**src/pkg/srt_consts.vh**
```
// Constants for the serial-port row-transfer controller
`ifndef SRT_CONSTS_VH
`define SRT_CONSTS_VH

// Own clock period in ns
`define SRT_CLK_NS 50

// Strobe timing in ns (least times, rounded up to cycles)
`define SRT_SETUP_NS 50
`define SRT_ROW_TO_COL_NS 100
`define SRT_CAS_LOW_NS 100
`define SRT_ROW_TO_GATE_HOLD_NS 100
`define SRT_PRECHARGE_NS 100
`define SRT_GATE_TO_SHIFT_DELAY_NS 100
`define SRT_COLUMN_TO_SHIFT_DELAY_NS 150

// Cycles derived from the times above
`define SRT_CYC(ns) (((ns) + `SRT_CLK_NS - 1) / `SRT_CLK_NS)

// Extra cycles of write shift hold, covering the state steps after column fall
`define SRT_WR_HOLD_PAD_CYC 8'h02

// Shift clock half period in own clock cycles
`define SRT_SHIFT_HALF 4

// Transfer kinds on the command port; bit 0 selects write, bit 1 selects half-row
`define SRT_XFER_READ 2'h0
`define SRT_XFER_WRITE 2'h1
`define SRT_XFER_HALF_READ 2'h2
`define SRT_XFER_HALF_WRITE 2'h3
`define SRT_XFER_WR_BIT 0
`define SRT_XFER_HALF_BIT 1

// Sequencer states
`define SRT_ST_IDLE 3'h0
`define SRT_ST_SETUP 3'h1
`define SRT_ST_ROW 3'h2
`define SRT_ST_COL 3'h3
`define SRT_ST_GATE 3'h4
`define SRT_ST_PRECH 3'h5

`endif

```
**src/verilog/srt_ctrl.v**
```verilog
// Host controller for the serial port and row transfers of a video DRAM
`timescale 1ns/100ps
`include "srt_consts.vh"
module srt_ctrl #(
  parameter ADDR_W = 9,
  parameter DATA_W = 8
) (
  // Clock and reset
  input wire i_ref_clk,
  input wire i_resetn,
  // Transfer command port
  input wire i_cmd_valid,
  input wire [1:0] i_cmd_kind,
  input wire [ADDR_W-1:0] i_cmd_row,
  input wire [ADDR_W-1:0] i_cmd_col,
  output wire o_cmd_ready,
  output reg o_cmd_err,
  output reg o_cmd_done,
  // Serial stream port
  input wire i_shift_en,
  input wire i_wr_valid,
  input wire [DATA_W-1:0] i_wr_data,
  output wire o_wr_ready,
  output reg o_rd_valid,
  output reg [DATA_W-1:0] o_rd_data,
  output wire o_dir_out,
  output wire o_half,
  // Device strobes and address
  output reg o_row_strobe_n,
  output reg o_col_strobe_n,
  output reg o_write_en_n,
  output reg o_transfer_gate_n,
  output reg o_function_select,
  output reg [ADDR_W-1:0] o_addr,
  // Device array data pins
  output wire [DATA_W-1:0] o_dq,
  output reg o_dq_oe,
  // Device serial port
  output reg o_shift_clock,
  input wire [DATA_W-1:0] i_serial_data_pins,
  output reg [DATA_W-1:0] o_serial_data_pins,
  output wire o_serial_data_pins_oe,
  input wire i_half_indicator
);
  localparam [7:0] SETUP_CYC = `SRT_CYC(`SRT_SETUP_NS);
  localparam [7:0] ROW_CYC = `SRT_CYC(`SRT_ROW_TO_COL_NS);
  localparam [7:0] COL_CYC = `SRT_CYC(`SRT_CAS_LOW_NS);
  localparam [7:0] GATE_CYC = `SRT_CYC(`SRT_ROW_TO_GATE_HOLD_NS);
  localparam [7:0] PRECH_CYC = `SRT_CYC(`SRT_PRECHARGE_NS);
  localparam [7:0] GTS_CYC = `SRT_CYC(`SRT_GATE_TO_SHIFT_DELAY_NS);
  localparam [7:0] CTS_CYC = `SRT_CYC(`SRT_COLUMN_TO_SHIFT_DELAY_NS);
  localparam [3:0] HALF_CYC = `SRT_SHIFT_HALF;

  wire [DATA_W:0] sync_q;
  wire [DATA_W-1:0] sdq_sync;
  wire half_sync;

  srt_sync #(
    .W(DATA_W + 1)
  ) u_sync (
    .i_ref_clk(i_ref_clk),
    .i_resetn(i_resetn),
    .i_d({i_half_indicator, i_serial_data_pins}),
    .o_q(sync_q)
  );

  assign sdq_sync = sync_q[DATA_W-1:0];
  assign half_sync = sync_q[DATA_W];
  assign o_half = half_sync;

  reg [2:0] state_r;
  reg [7:0] wait_r;
  reg [7:0] hold_r;
  reg [1:0] kind_r;
  reg [ADDR_W-1:0] col_r;
  reg dir_in_r;
  reg full_done_r;
  reg read_top_valid_r;
  reg read_top_r;
  reg [3:0] div_r;
  reg wr_full_r;

  wire is_write = kind_r[`SRT_XFER_WR_BIT];
  wire is_half = kind_r[`SRT_XFER_HALF_BIT];
  wire cmd_half = i_cmd_kind[`SRT_XFER_HALF_BIT];
  wire cmd_write = i_cmd_kind[`SRT_XFER_WR_BIT];
  wire cmd_top = i_cmd_row[ADDR_W-1];

  // Half transfers need a direction set by a full one first
  wire bad_half = cmd_half && !full_done_r;
  // Write-back may not cross the row top bit of the loaded data
  wire bad_side = cmd_write && read_top_valid_r && (cmd_top != read_top_r);
  wire take = i_cmd_valid && (state_r == `SRT_ST_IDLE);

  assign o_cmd_ready = (state_r == `SRT_ST_IDLE);

  // Full transfers freeze the shift clock for the whole strobe cycle and the delay after
  wire full_busy = (state_r != `SRT_ST_IDLE) && !is_half;
  wire shift_ok = full_done_r && !full_busy && (hold_r == 8'h00);
  wire tick = (div_r == HALF_CYC - 4'h1);
  wire rise_ok = shift_ok && (dir_in_r ? wr_full_r : i_shift_en);

  assign o_dir_out = full_done_r && !dir_in_r;
  assign o_serial_data_pins_oe = full_done_r && dir_in_r;
  assign o_wr_ready = full_done_r && dir_in_r && !wr_full_r;
  assign o_dq = {DATA_W{1'b0}};

  // Transfer sequencer
  always @(posedge i_ref_clk)
  begin
    if (!i_resetn)
    begin
      state_r <= `SRT_ST_IDLE;
      wait_r <= 8'h00;
      kind_r <= `SRT_XFER_READ;
      col_r <= {ADDR_W{1'b0}};
      dir_in_r <= 1'b0;
      full_done_r <= 1'b0;
      read_top_valid_r <= 1'b0;
      read_top_r <= 1'b0;
      o_cmd_err <= 1'b0;
      o_cmd_done <= 1'b0;
      o_row_strobe_n <= 1'b1;
      o_col_strobe_n <= 1'b1;
      o_write_en_n <= 1'b1;
      o_transfer_gate_n <= 1'b1;
      o_function_select <= 1'b0;
      o_addr <= {ADDR_W{1'b0}};
      o_dq_oe <= 1'b0;
    end
    else
    begin
      o_cmd_err <= 1'b0;
      o_cmd_done <= 1'b0;
      if (wait_r != 8'h00)
      begin
        wait_r <= wait_r - 8'h01;
      end
      case (state_r)
        `SRT_ST_IDLE:
        begin
          if (take)
          begin
            if (bad_half || bad_side)
            begin
              o_cmd_err <= 1'b1;
            end
            else
            begin
              kind_r <= i_cmd_kind;
              col_r <= i_cmd_col;
              o_addr <= i_cmd_row;
              o_transfer_gate_n <= 1'b0;
              o_col_strobe_n <= 1'b1;
              o_write_en_n <= !cmd_write;
              o_function_select <= cmd_half;
              o_dq_oe <= cmd_write;
              wait_r <= SETUP_CYC;
              state_r <= `SRT_ST_SETUP;
              // Stop driving the serial pins before the device turns them round
              if (!cmd_write && !cmd_half)
              begin
                dir_in_r <= 1'b0;
              end
              if (!cmd_write)
              begin
                read_top_r <= cmd_top;
                read_top_valid_r <= 1'b1;
              end
            end
          end
        end
        `SRT_ST_SETUP:
        begin
          // A full transfer waits for the shift clock to sit low
          if (wait_r == 8'h00 && (is_half || !o_shift_clock))
          begin
            o_row_strobe_n <= 1'b0;
            wait_r <= ROW_CYC;
            state_r <= `SRT_ST_ROW;
          end
        end
        `SRT_ST_ROW:
        begin
          o_dq_oe <= 1'b0;
          o_addr <= col_r;
          if (wait_r == 8'h00)
          begin
            o_col_strobe_n <= 1'b0;
            wait_r <= COL_CYC;
            state_r <= `SRT_ST_COL;
          end
        end
        `SRT_ST_COL:
        begin
          if (wait_r == 8'h00)
          begin
            wait_r <= GATE_CYC;
            state_r <= `SRT_ST_GATE;
          end
        end
        `SRT_ST_GATE:
        begin
          if (wait_r == 8'h00)
          begin
            o_transfer_gate_n <= 1'b1;
            o_row_strobe_n <= 1'b1;
            o_col_strobe_n <= 1'b1;
            o_write_en_n <= 1'b1;
            o_function_select <= 1'b0;
            wait_r <= PRECH_CYC;
            state_r <= `SRT_ST_PRECH;
            if (!is_half)
            begin
              full_done_r <= 1'b1;
              dir_in_r <= is_write;
            end
          end
        end
        `SRT_ST_PRECH:
        begin
          if (wait_r == 8'h00)
          begin
            o_cmd_done <= 1'b1;
            state_r <= `SRT_ST_IDLE;
          end
        end
        default:
        begin
          state_r <= `SRT_ST_IDLE;
        end
      endcase
    end
  end

  // Shift hold after a full transfer, counted from gate rise or column fall
  always @(posedge i_ref_clk)
  begin
    if (!i_resetn)
    begin
      hold_r <= 8'h00;
    end
    else if (state_r == `SRT_ST_GATE && wait_r == 8'h00 && !is_half && !is_write)
    begin
      hold_r <= GTS_CYC;
    end
    else if (state_r == `SRT_ST_ROW && wait_r == 8'h00 && !is_half && is_write)
    begin
      hold_r <= CTS_CYC + COL_CYC + GATE_CYC + `SRT_WR_HOLD_PAD_CYC;
    end
    else if (hold_r != 8'h00)
    begin
      hold_r <= hold_r - 8'h01;
    end
  end

  // Shift clock divider and serial byte transfer; one location per rise
  always @(posedge i_ref_clk)
  begin
    if (!i_resetn)
    begin
      div_r <= 4'h0;
      o_shift_clock <= 1'b0;
      wr_full_r <= 1'b0;
      o_serial_data_pins <= {DATA_W{1'b0}};
      o_rd_valid <= 1'b0;
      o_rd_data <= {DATA_W{1'b0}};
    end
    else
    begin
      o_rd_valid <= 1'b0;
      div_r <= tick ? 4'h0 : div_r + 4'h1;
      if (o_wr_ready && i_wr_valid)
      begin
        o_serial_data_pins <= i_wr_data;
        wr_full_r <= 1'b1;
      end
      if (tick)
      begin
        if (o_shift_clock)
        begin
          o_shift_clock <= 1'b0;
          // Output data has had a full high phase to settle through the synchroniser
          if (!dir_in_r)
          begin
            o_rd_valid <= 1'b1;
            o_rd_data <= sdq_sync;
          end
          else
          begin
            wr_full_r <= 1'b0;
          end
        end
        else if (rise_ok)
        begin
          o_shift_clock <= 1'b1;
        end
      end
    end
  end
endmodule // srt_ctrl

```
**src/verilog/srt_sync.v**
```verilog
// Two flip-flop synchroniser for pin inputs
`timescale 1ns/100ps
module srt_sync #(
  parameter W = 9
) (
  // Clock and reset
  input wire i_ref_clk,
  input wire i_resetn,
  // Data
  input wire [W-1:0] i_d,
  output wire [W-1:0] o_q
);
  reg [W-1:0] meta_r;
  reg [W-1:0] sync_r;

  always @(posedge i_ref_clk)
  begin
    if (!i_resetn)
    begin
      meta_r <= {W{1'b0}};
      sync_r <= {W{1'b0}};
    end
    else
    begin
      meta_r <= i_d;
      sync_r <= meta_r;
    end
  end

  assign o_q = sync_r;
endmodule // srt_sync

```
**config.mk**
```make
export PLATFORM = sky130hd
export DESIGN_NAME = srt_ctrl
export DESIGN_NICKNAME = d
export VERILOG_FILES = /design/src/verilog/srt_ctrl.v /design/src/verilog/srt_sync.v
export VERILOG_INCLUDE_DIRS = /design/src /design/src/pkg
export SDC_FILE = /design/constraint.sdc
export NUM_CORES = 1
export LEC_CHECK = 0
export BUFFER_PORTS_ARGS = -buffer_cell sky130_fd_sc_hd__buf_2
export CORE_ASPECT_RATIO = 1.25
export CORE_MARGIN = 2
export CORE_UTILIZATION = 53
export DETAILED_ROUTE_END_ITERATION = 8
export PLACE_DENSITY = 0.79
export SETUP_SLACK_MARGIN = 0.2
export SLEW_MARGIN = 5
export SYNTH_ARGS = -nofsm -noshare
export SYNTH_HDL_FRONTEND = slang
export SYNTH_SLANG_ARGS = --single-unit
export TNS_END_PERCENT = 100
```
**constraint.sdc**
```tcl
create_clock -name i_ref_clk -period 2.7 [get_ports i_ref_clk]
set_clock_uncertainty 0.15 [all_clocks]
set_input_delay 0 -clock i_ref_clk [delete_from_list [all_inputs] [get_ports i_ref_clk]]
set_output_delay 0 -clock i_ref_clk [all_outputs]
set_load 0.02 [all_outputs]
```
* Yosys cells after proc, flatten, opt, wreduce, memory -nomap -nowiden
Cells that the tools add are included.
Storage, ports and cells: input port bits 42, output and inout bits 48, register bits 92, word-level logic and storage cells 167
Cells by class: bitwise operators 5, add/subtract/negate cells 3, equality and inequality tests 16, reduce and logical (&&, ||, !) cells 60, multiplexer cells 55
Operator list (number):
- $mux 8 | 5
- $mux 1 | 28
- $pmux 8 s3 | 1
- $mux 3 | 7
- $reduce_and 3->1 | 7
- $logic_and 1x1->1 | 20
- $mux 9 | 2
- $pmux 3 s6 | 1
- $pmux 9 s2 | 1
- $logic_not 8->1 | 2
- $reduce_bool 8->1 | 2
- $sub 8x1->8 const B | 2
- $ne 2x2->1 const B | 6
- $pmux 1 s2 | 6
- $logic_not 1->1 | 9
- $reduce_bool 3->1 | 3
- $mux 4 | 2
- $reduce_and 4->1 | 2
- $reduce_bool 2->1 | 4
- $reduce_and 7->1 | 1
- $eq 3x2->1 const B | 2
- $eq 3x3->1 const B | 2
- $ne 2x1->1 const B | 3
- $reduce_and 6->1 | 1
- 13 further kinds | 20

* Logic depth before layout (Yosys ltp)
depth in word-level cells 8, depth in mapped cells 9, gate-level depth less buffers 9

* By module
From an unflattened synthesis, not the netlist that was laid out.
Second synthesis, totals: cell total of the unflattened synthesis 420, area, all modules 3819.9 µm²
By module, submodules not included:
- srt_ctrl | cells each 383, times used 1, sequential area each 1481.4 µm², area each 3318.2 µm²
- srt_sync | cells each 37, times used 1, sequential area each 360.3 µm², area each 501.7 µm²

* Worst setup path before layout
Ideal clock, no wire load.
kind reg2reg, start point register wait_r[0], end point register wait_r[0], data required time 2476 ps, stages on the path, launching flop included 10, slack 544 ps, arrival time 1931 ps, clock period less this slack 2156 ps, path buffers 0, setup time 74 ps, cell sequence dfxtp_1 -> inv_1 -> ha_1 -> or3b_2 -> nor2_1 -> inv_2 -> ha_1 -> nor3_1 -> o41ai_1 -> a31oi_1
On the way: cells in the longest elaborated chain, start to end 5, elaborated cells between the ends (all ways) 10, those cells by class 1 x add/sub; 6 x mux; 3 x reduce/logical
RTL lines:
- start, declared | RTL line srt_ctrl.v:72 | reg [7:0] wait_r;
- start signal, assigned | RTL line srt_ctrl.v:137 | wait_r <= wait_r - 8'h01;
- $sub 8x1->8 / $reduce_bool 8->1 (equally long branches) | RTL line srt_ctrl.v:137, srt_ctrl.v:135
- $mux 8 | RTL line srt_ctrl.v:135 | if (wait_r != 8'h00)
- $mux 8 | RTL line srt_ctrl.v:144 | if (bad_half || bad_side)
- $mux 8 | RTL line srt_ctrl.v:142 | if (take)
- $pmux 8 s3 (*) | RTL line srt_ctrl.v:139 | case (state_r)
Mark *: on every way between the ends. The rest lies on a longest branch, timed or not. A chain may end at the register's enable or synchronous reset.

* Final worst setup path
start point register state_r[0], end point register read_top_r
On the way: cells in the longest elaborated chain, start to end 3
RTL lines:
- start, declared | RTL line srt_ctrl.v:71 | reg [2:0] state_r;
- start signal, assigned | RTL line srt_ctrl.v:113 | state_r <= `SRT_ST_IDLE;
- start signal, assigned | RTL line srt_ctrl.v:159 | state_r <= `SRT_ST_SETUP;
- start signal, assigned | RTL line srt_ctrl.v:180 | state_r <= `SRT_ST_ROW;
- $logic_not 3->1 (*) | RTL line srt_ctrl.v:139
- $logic_and 1x1->1 | RTL line srt_ctrl.v:93 | wire take = i_cmd_valid && (state_r == `SRT_ST_IDLE);
- $reduce_and 4->1 (no source line) (*)
- end signal, assigned | RTL line srt_ctrl.v:167 | read_top_r <= cmd_top;
- end, declared | RTL line srt_ctrl.v:79 | reg read_top_r;
Marks and branches as above.

==> results.sh <==
export IMPL_timing_hold_violations_final=0
export IMPL_crit_chain="nor3_4 -> o2111ai_2 -> nor2_1 -> mux2i_1 -> dlygate4sd3_1"
export IMPL_n_antenna_cell=0
export IMPL_syn_area_um2=3810
export IMPL_p_int_uw=2870
export IMPL_maxSlewViolCount=0
export IMPL_track_usage_pct=23.8
export IMPL_grt_max_degree=42
export IMPL_irDropWorstVdd_v=0.000652
export IMPL_switching_share_pct=35.4
export IMPL_power_frac_seq_pct=41.1
export IMPL_coreArea_um2=6980
export IMPL_clkLatencyLatePin_ns=0.35
export IMPL_synthToLayoutAreaGrowth_pct=33.8
export IMPL_grt_overflow=0
export IMPL_wire_per_inst_um=14.2
export IMPL_start_util_pct=54.6
export IMPL_gp_congestion=0.844
export IMPL_rsz0062_at_grt="no"
export IMPL_reg2reg_to="read_top_r$_SDFFE_PN0P_"
export IMPL_drt_iter0_drc=130
export IMPL_rr_startpoint="state_r[0]$_SDFFE_PN0P_"
export IMPL_crit_path_end_kind="register"
export IMPL_fill_cells=493
export IMPL_crit_path_start="state_r[0]$_SDFFE_PN0P_"
export IMPL_cts_max_level=3
export IMPL_r2r_cells=5
export IMPL_die_h_um=98.8
export IMPL_setup_viol=0
export IMPL_path_clk_slew_ns=0.09
export IMPL_ioPinCount=90
export IMPL_vias=3311
export IMPL_slew_headroom_pct=51.9
export IMPL_synth_seq_cells=92
export IMPL_avgSynthCellArea_um2=9.52
export IMPL_tightest_slew_ns=0.720
export IMPL_synth_edff_count=0
export IMPL_yosys_most_used_dff="dfxtp_1"
export IMPL_clockBufferDepth=2
export IMPL_endpoint="read_top_r$_SDFFE_PN0P_"
export IMPL_drive_above_1_share_pct=20.9
export IMPL_cts_root_buffer="clkbuf_8"
export IMPL_p_sw_uw=1570
export IMPL_min_period_ns=2.37
export IMPL_finalSetupTns_ns=0
export IMPL_crit_type="register to register"
export IMPL_fin_crit_sh_pct=87.8
export IMPL_synthArstFlopShare_pct=0
export IMPL_cpMaxStageDelayCell="dlygate4sd3_1"
export IMPL_pwr_share_clk_pct=23.2
export IMPL_antenna_found_initial=0
export IMPL_power_uw=4450
export IMPL_yosysSeqAreaShare_pct=48.4
export IMPL_synth_top_area_share_pct=48.4
export IMPL_hold_class="primary input to register"
export IMPL_yosysTopAreaCell="dfxtp_1"
export IMPL_p_leak_uw=0.00225
export IMPL_nets=583
export IMPL_ant_nets=0
export IMPL_synthCells=400
export IMPL_synth_warnings=0
export IMPL_grt_pass1_vias=3272
export IMPL_place_hpwl_um=5320
export IMPL_worstPathMaxFanout=12
export IMPL_rows=34
export IMPL_cts_buffers_inserted=9
export IMPL_port_buffers=81
export IMPL_power_density_nw_per_um2=872
export IMPL_wl_um=8930
export IMPL_grt_pass1_wl_um=14600
export IMPL_die_w_um=79.8
export IMPL_first_pass_iters=4
export IMPL_worstPathArrival_ns=2.52
export IMPL_combPwrFrac_pct=35.8
export IMPL_drc=0
export IMPL_holdWs_ns=0.107
export IMPL_cts_sink_count=92
export IMPL_max_freq_mhz=422
export IMPL_cp_required_ns=2.85
export IMPL_ys_top_cells_by_area="dfxtp_1 48%, mux2i_1 9.2%, nor2_1 4.8%"
export IMPL_cap_viol_max_count=0
export IMPL_reg2reg_slack_ns=0.33
export IMPL_synth_cell_types=53
export IMPL_run_status="finished clean"
export IMPL_viasPerCell=5.25
export IMPL_die_area_um2=7880
export IMPL_cp_start_kind="register"
export IMPL_slowest_delay_ns=0.55
export IMPL_tritoncts="yes"
sequential cells by signal (all words and copies together), names as in the netlist, 8 cells and up:
signal,flops
col_r,9
o_addr,9
u_sync.meta_r,9
u_sync.o_q,9
hold_r,8
o_rd_data,8
o_serial_data_pins,8
wait_r,8
synth_stat cells, types with 3 or more instances:
cell	number
o311a_1	9
mux2i_1	35
o211ai_1	4
o21ai_0	11
nor2_1	49
nor3_1	6
nor4_1	3
nand2b_1	4
o21a_1	3
and2_1	20
xor2_1	6
clkbuf_1	18
nand2_1	34
nor2b_1	4
inv_1	6
dfxtp_1	92
o31ai_1	3
xnor2_1	8
nor3b_1	5
nand3_1	9
buf_4	8
a21oi_1	18
ha_1	5
layer usage:
| layer | vias to the layer above | global-route usage [%] | wire [um] |
|---|---|---|---|
| li1 | 1653 | - | - |
| met1 | 1530 | 25.9 | 3580 |
| met2 | 104 | 42.7 | 4620 |
| met3 | 24 | 5.13 | 440 |
| met4 | 0 | 12.4 | 289 |
| met5 | - | 0 | 0 |
cell type report:
type / count / area [um2] / share of cell area (%)
multi-input cells: 277 / 1830 / 35.8
well taps: 90 / 113 / 2.21
inverters: 8 / 30.0 / 0.589
clock inverters: 6 / 96.3 / 1.89
clock buffers: 10 / 128 / 2.50
flip-flops and latches: 92 / 1840 / 36.1
repair buffers: 148 / 1060 / 20.9
metrics by stage:
step | setup slack [ns] | utilization, % | cell area (um2) | cells
5_1_grt | 0.214 | 73.1 | 5100 | 631
4_1_cts | 0.263 | 72.9 | 5090 | 630
3_5_place_dp | 0.324 | 60.8 | 4240 | 552
6_report | 0.329 | 73.1 | 5100 | 631
2_1_floorplan | 0.544 | - | 3830 | 407
3_3_place_gp | 0.390 | 60.8 | 4240 | 552
layout by cell type, fill, tap and decap left out, drive strengths merged, types with 9 or more instances in the layout:
cell,instances
buf,86
mux2i,35
nor2,49
clkbuf,10
and2,20
nand3,9
inv,10
o311a,9
nand2,34
dfxtp,92
dlygate4sd3,62
o21ai,12
a21oi,18
worst min-delay path by stage:
stage / from / depth (start not counted) / slack, ns / endpoint
after global placement: i_serial_data_pins[4] / 2 / 0.06 / u_sync.meta_r[4]$_SDFF_PN0_
after global routing: i_wr_valid / 4 / 0.16 / wr_full_r$_SDFF_PN0_
after CTS: i_wr_valid / 4 / 0.1 / wr_full_r$_SDFF_PN0_
after floorplan: i_cmd_valid / 2 / -0.03 / o_cmd_err$_SDFF_PN0_
after detailed placement: i_serial_data_pins[6] / 2 / 0.06 / u_sync.meta_r[6]$_SDFF_PN0_
final: i_wr_valid / 4 / 0.11 / wr_full_r$_SDFF_PN0_
power groups by stage:
stage / Sequential, uW / Clock, uW / Combinational (uW)
after global routing: 1860 / 1100 / 1760
after CTS: 1820 / 1040 / 1550
final: 1830 / 1030 / 1590
after global placement: 1840 / 0 / 1440
after detailed placement: 1850 / 0 / 1470
after floorplan: 1860 / 0 / 1130
what timing repair did:
action                     in CTS  in global routing
gates resized for setup         0                  1
hold endpoints to repair       54                  0
setup endpoints to repair       0                  5
hold buffers                   62                  0
setup buffers                   0                  1
logic make-up (layout without fill, tap and decap cells):
family / after synthesis / count (layout) / share of synthesized area [%]
DFF: 92 / 92 / 48.4
and+or+nand+nor: 149 / 149 / 20.1
adders and majority gates: 5 / 5 / 1.64
other: 1 / 8 / 0.0985
buffers and inverters: 38 / 172 / 4.60
muxes: 35 / 35 / 9.20
AOI/OAI and AO/OA: 66 / 66 / 12.8
xor gates and xnor gates: 14 / 14 / 3.22
worst max-delay path, delay by kind of cell, from the launching register on:
| kind | cells | cell delay (ns) |
|---|---|---|
| compound gates | 1 | 0.32 |
| buf+inv | 1 | 0.55 |
| flops | 1 | 0.48 |
| mux | 1 | 0.20 |
| simple gates | 2 | 0.61 |
(Power assumes the default switching activity.)
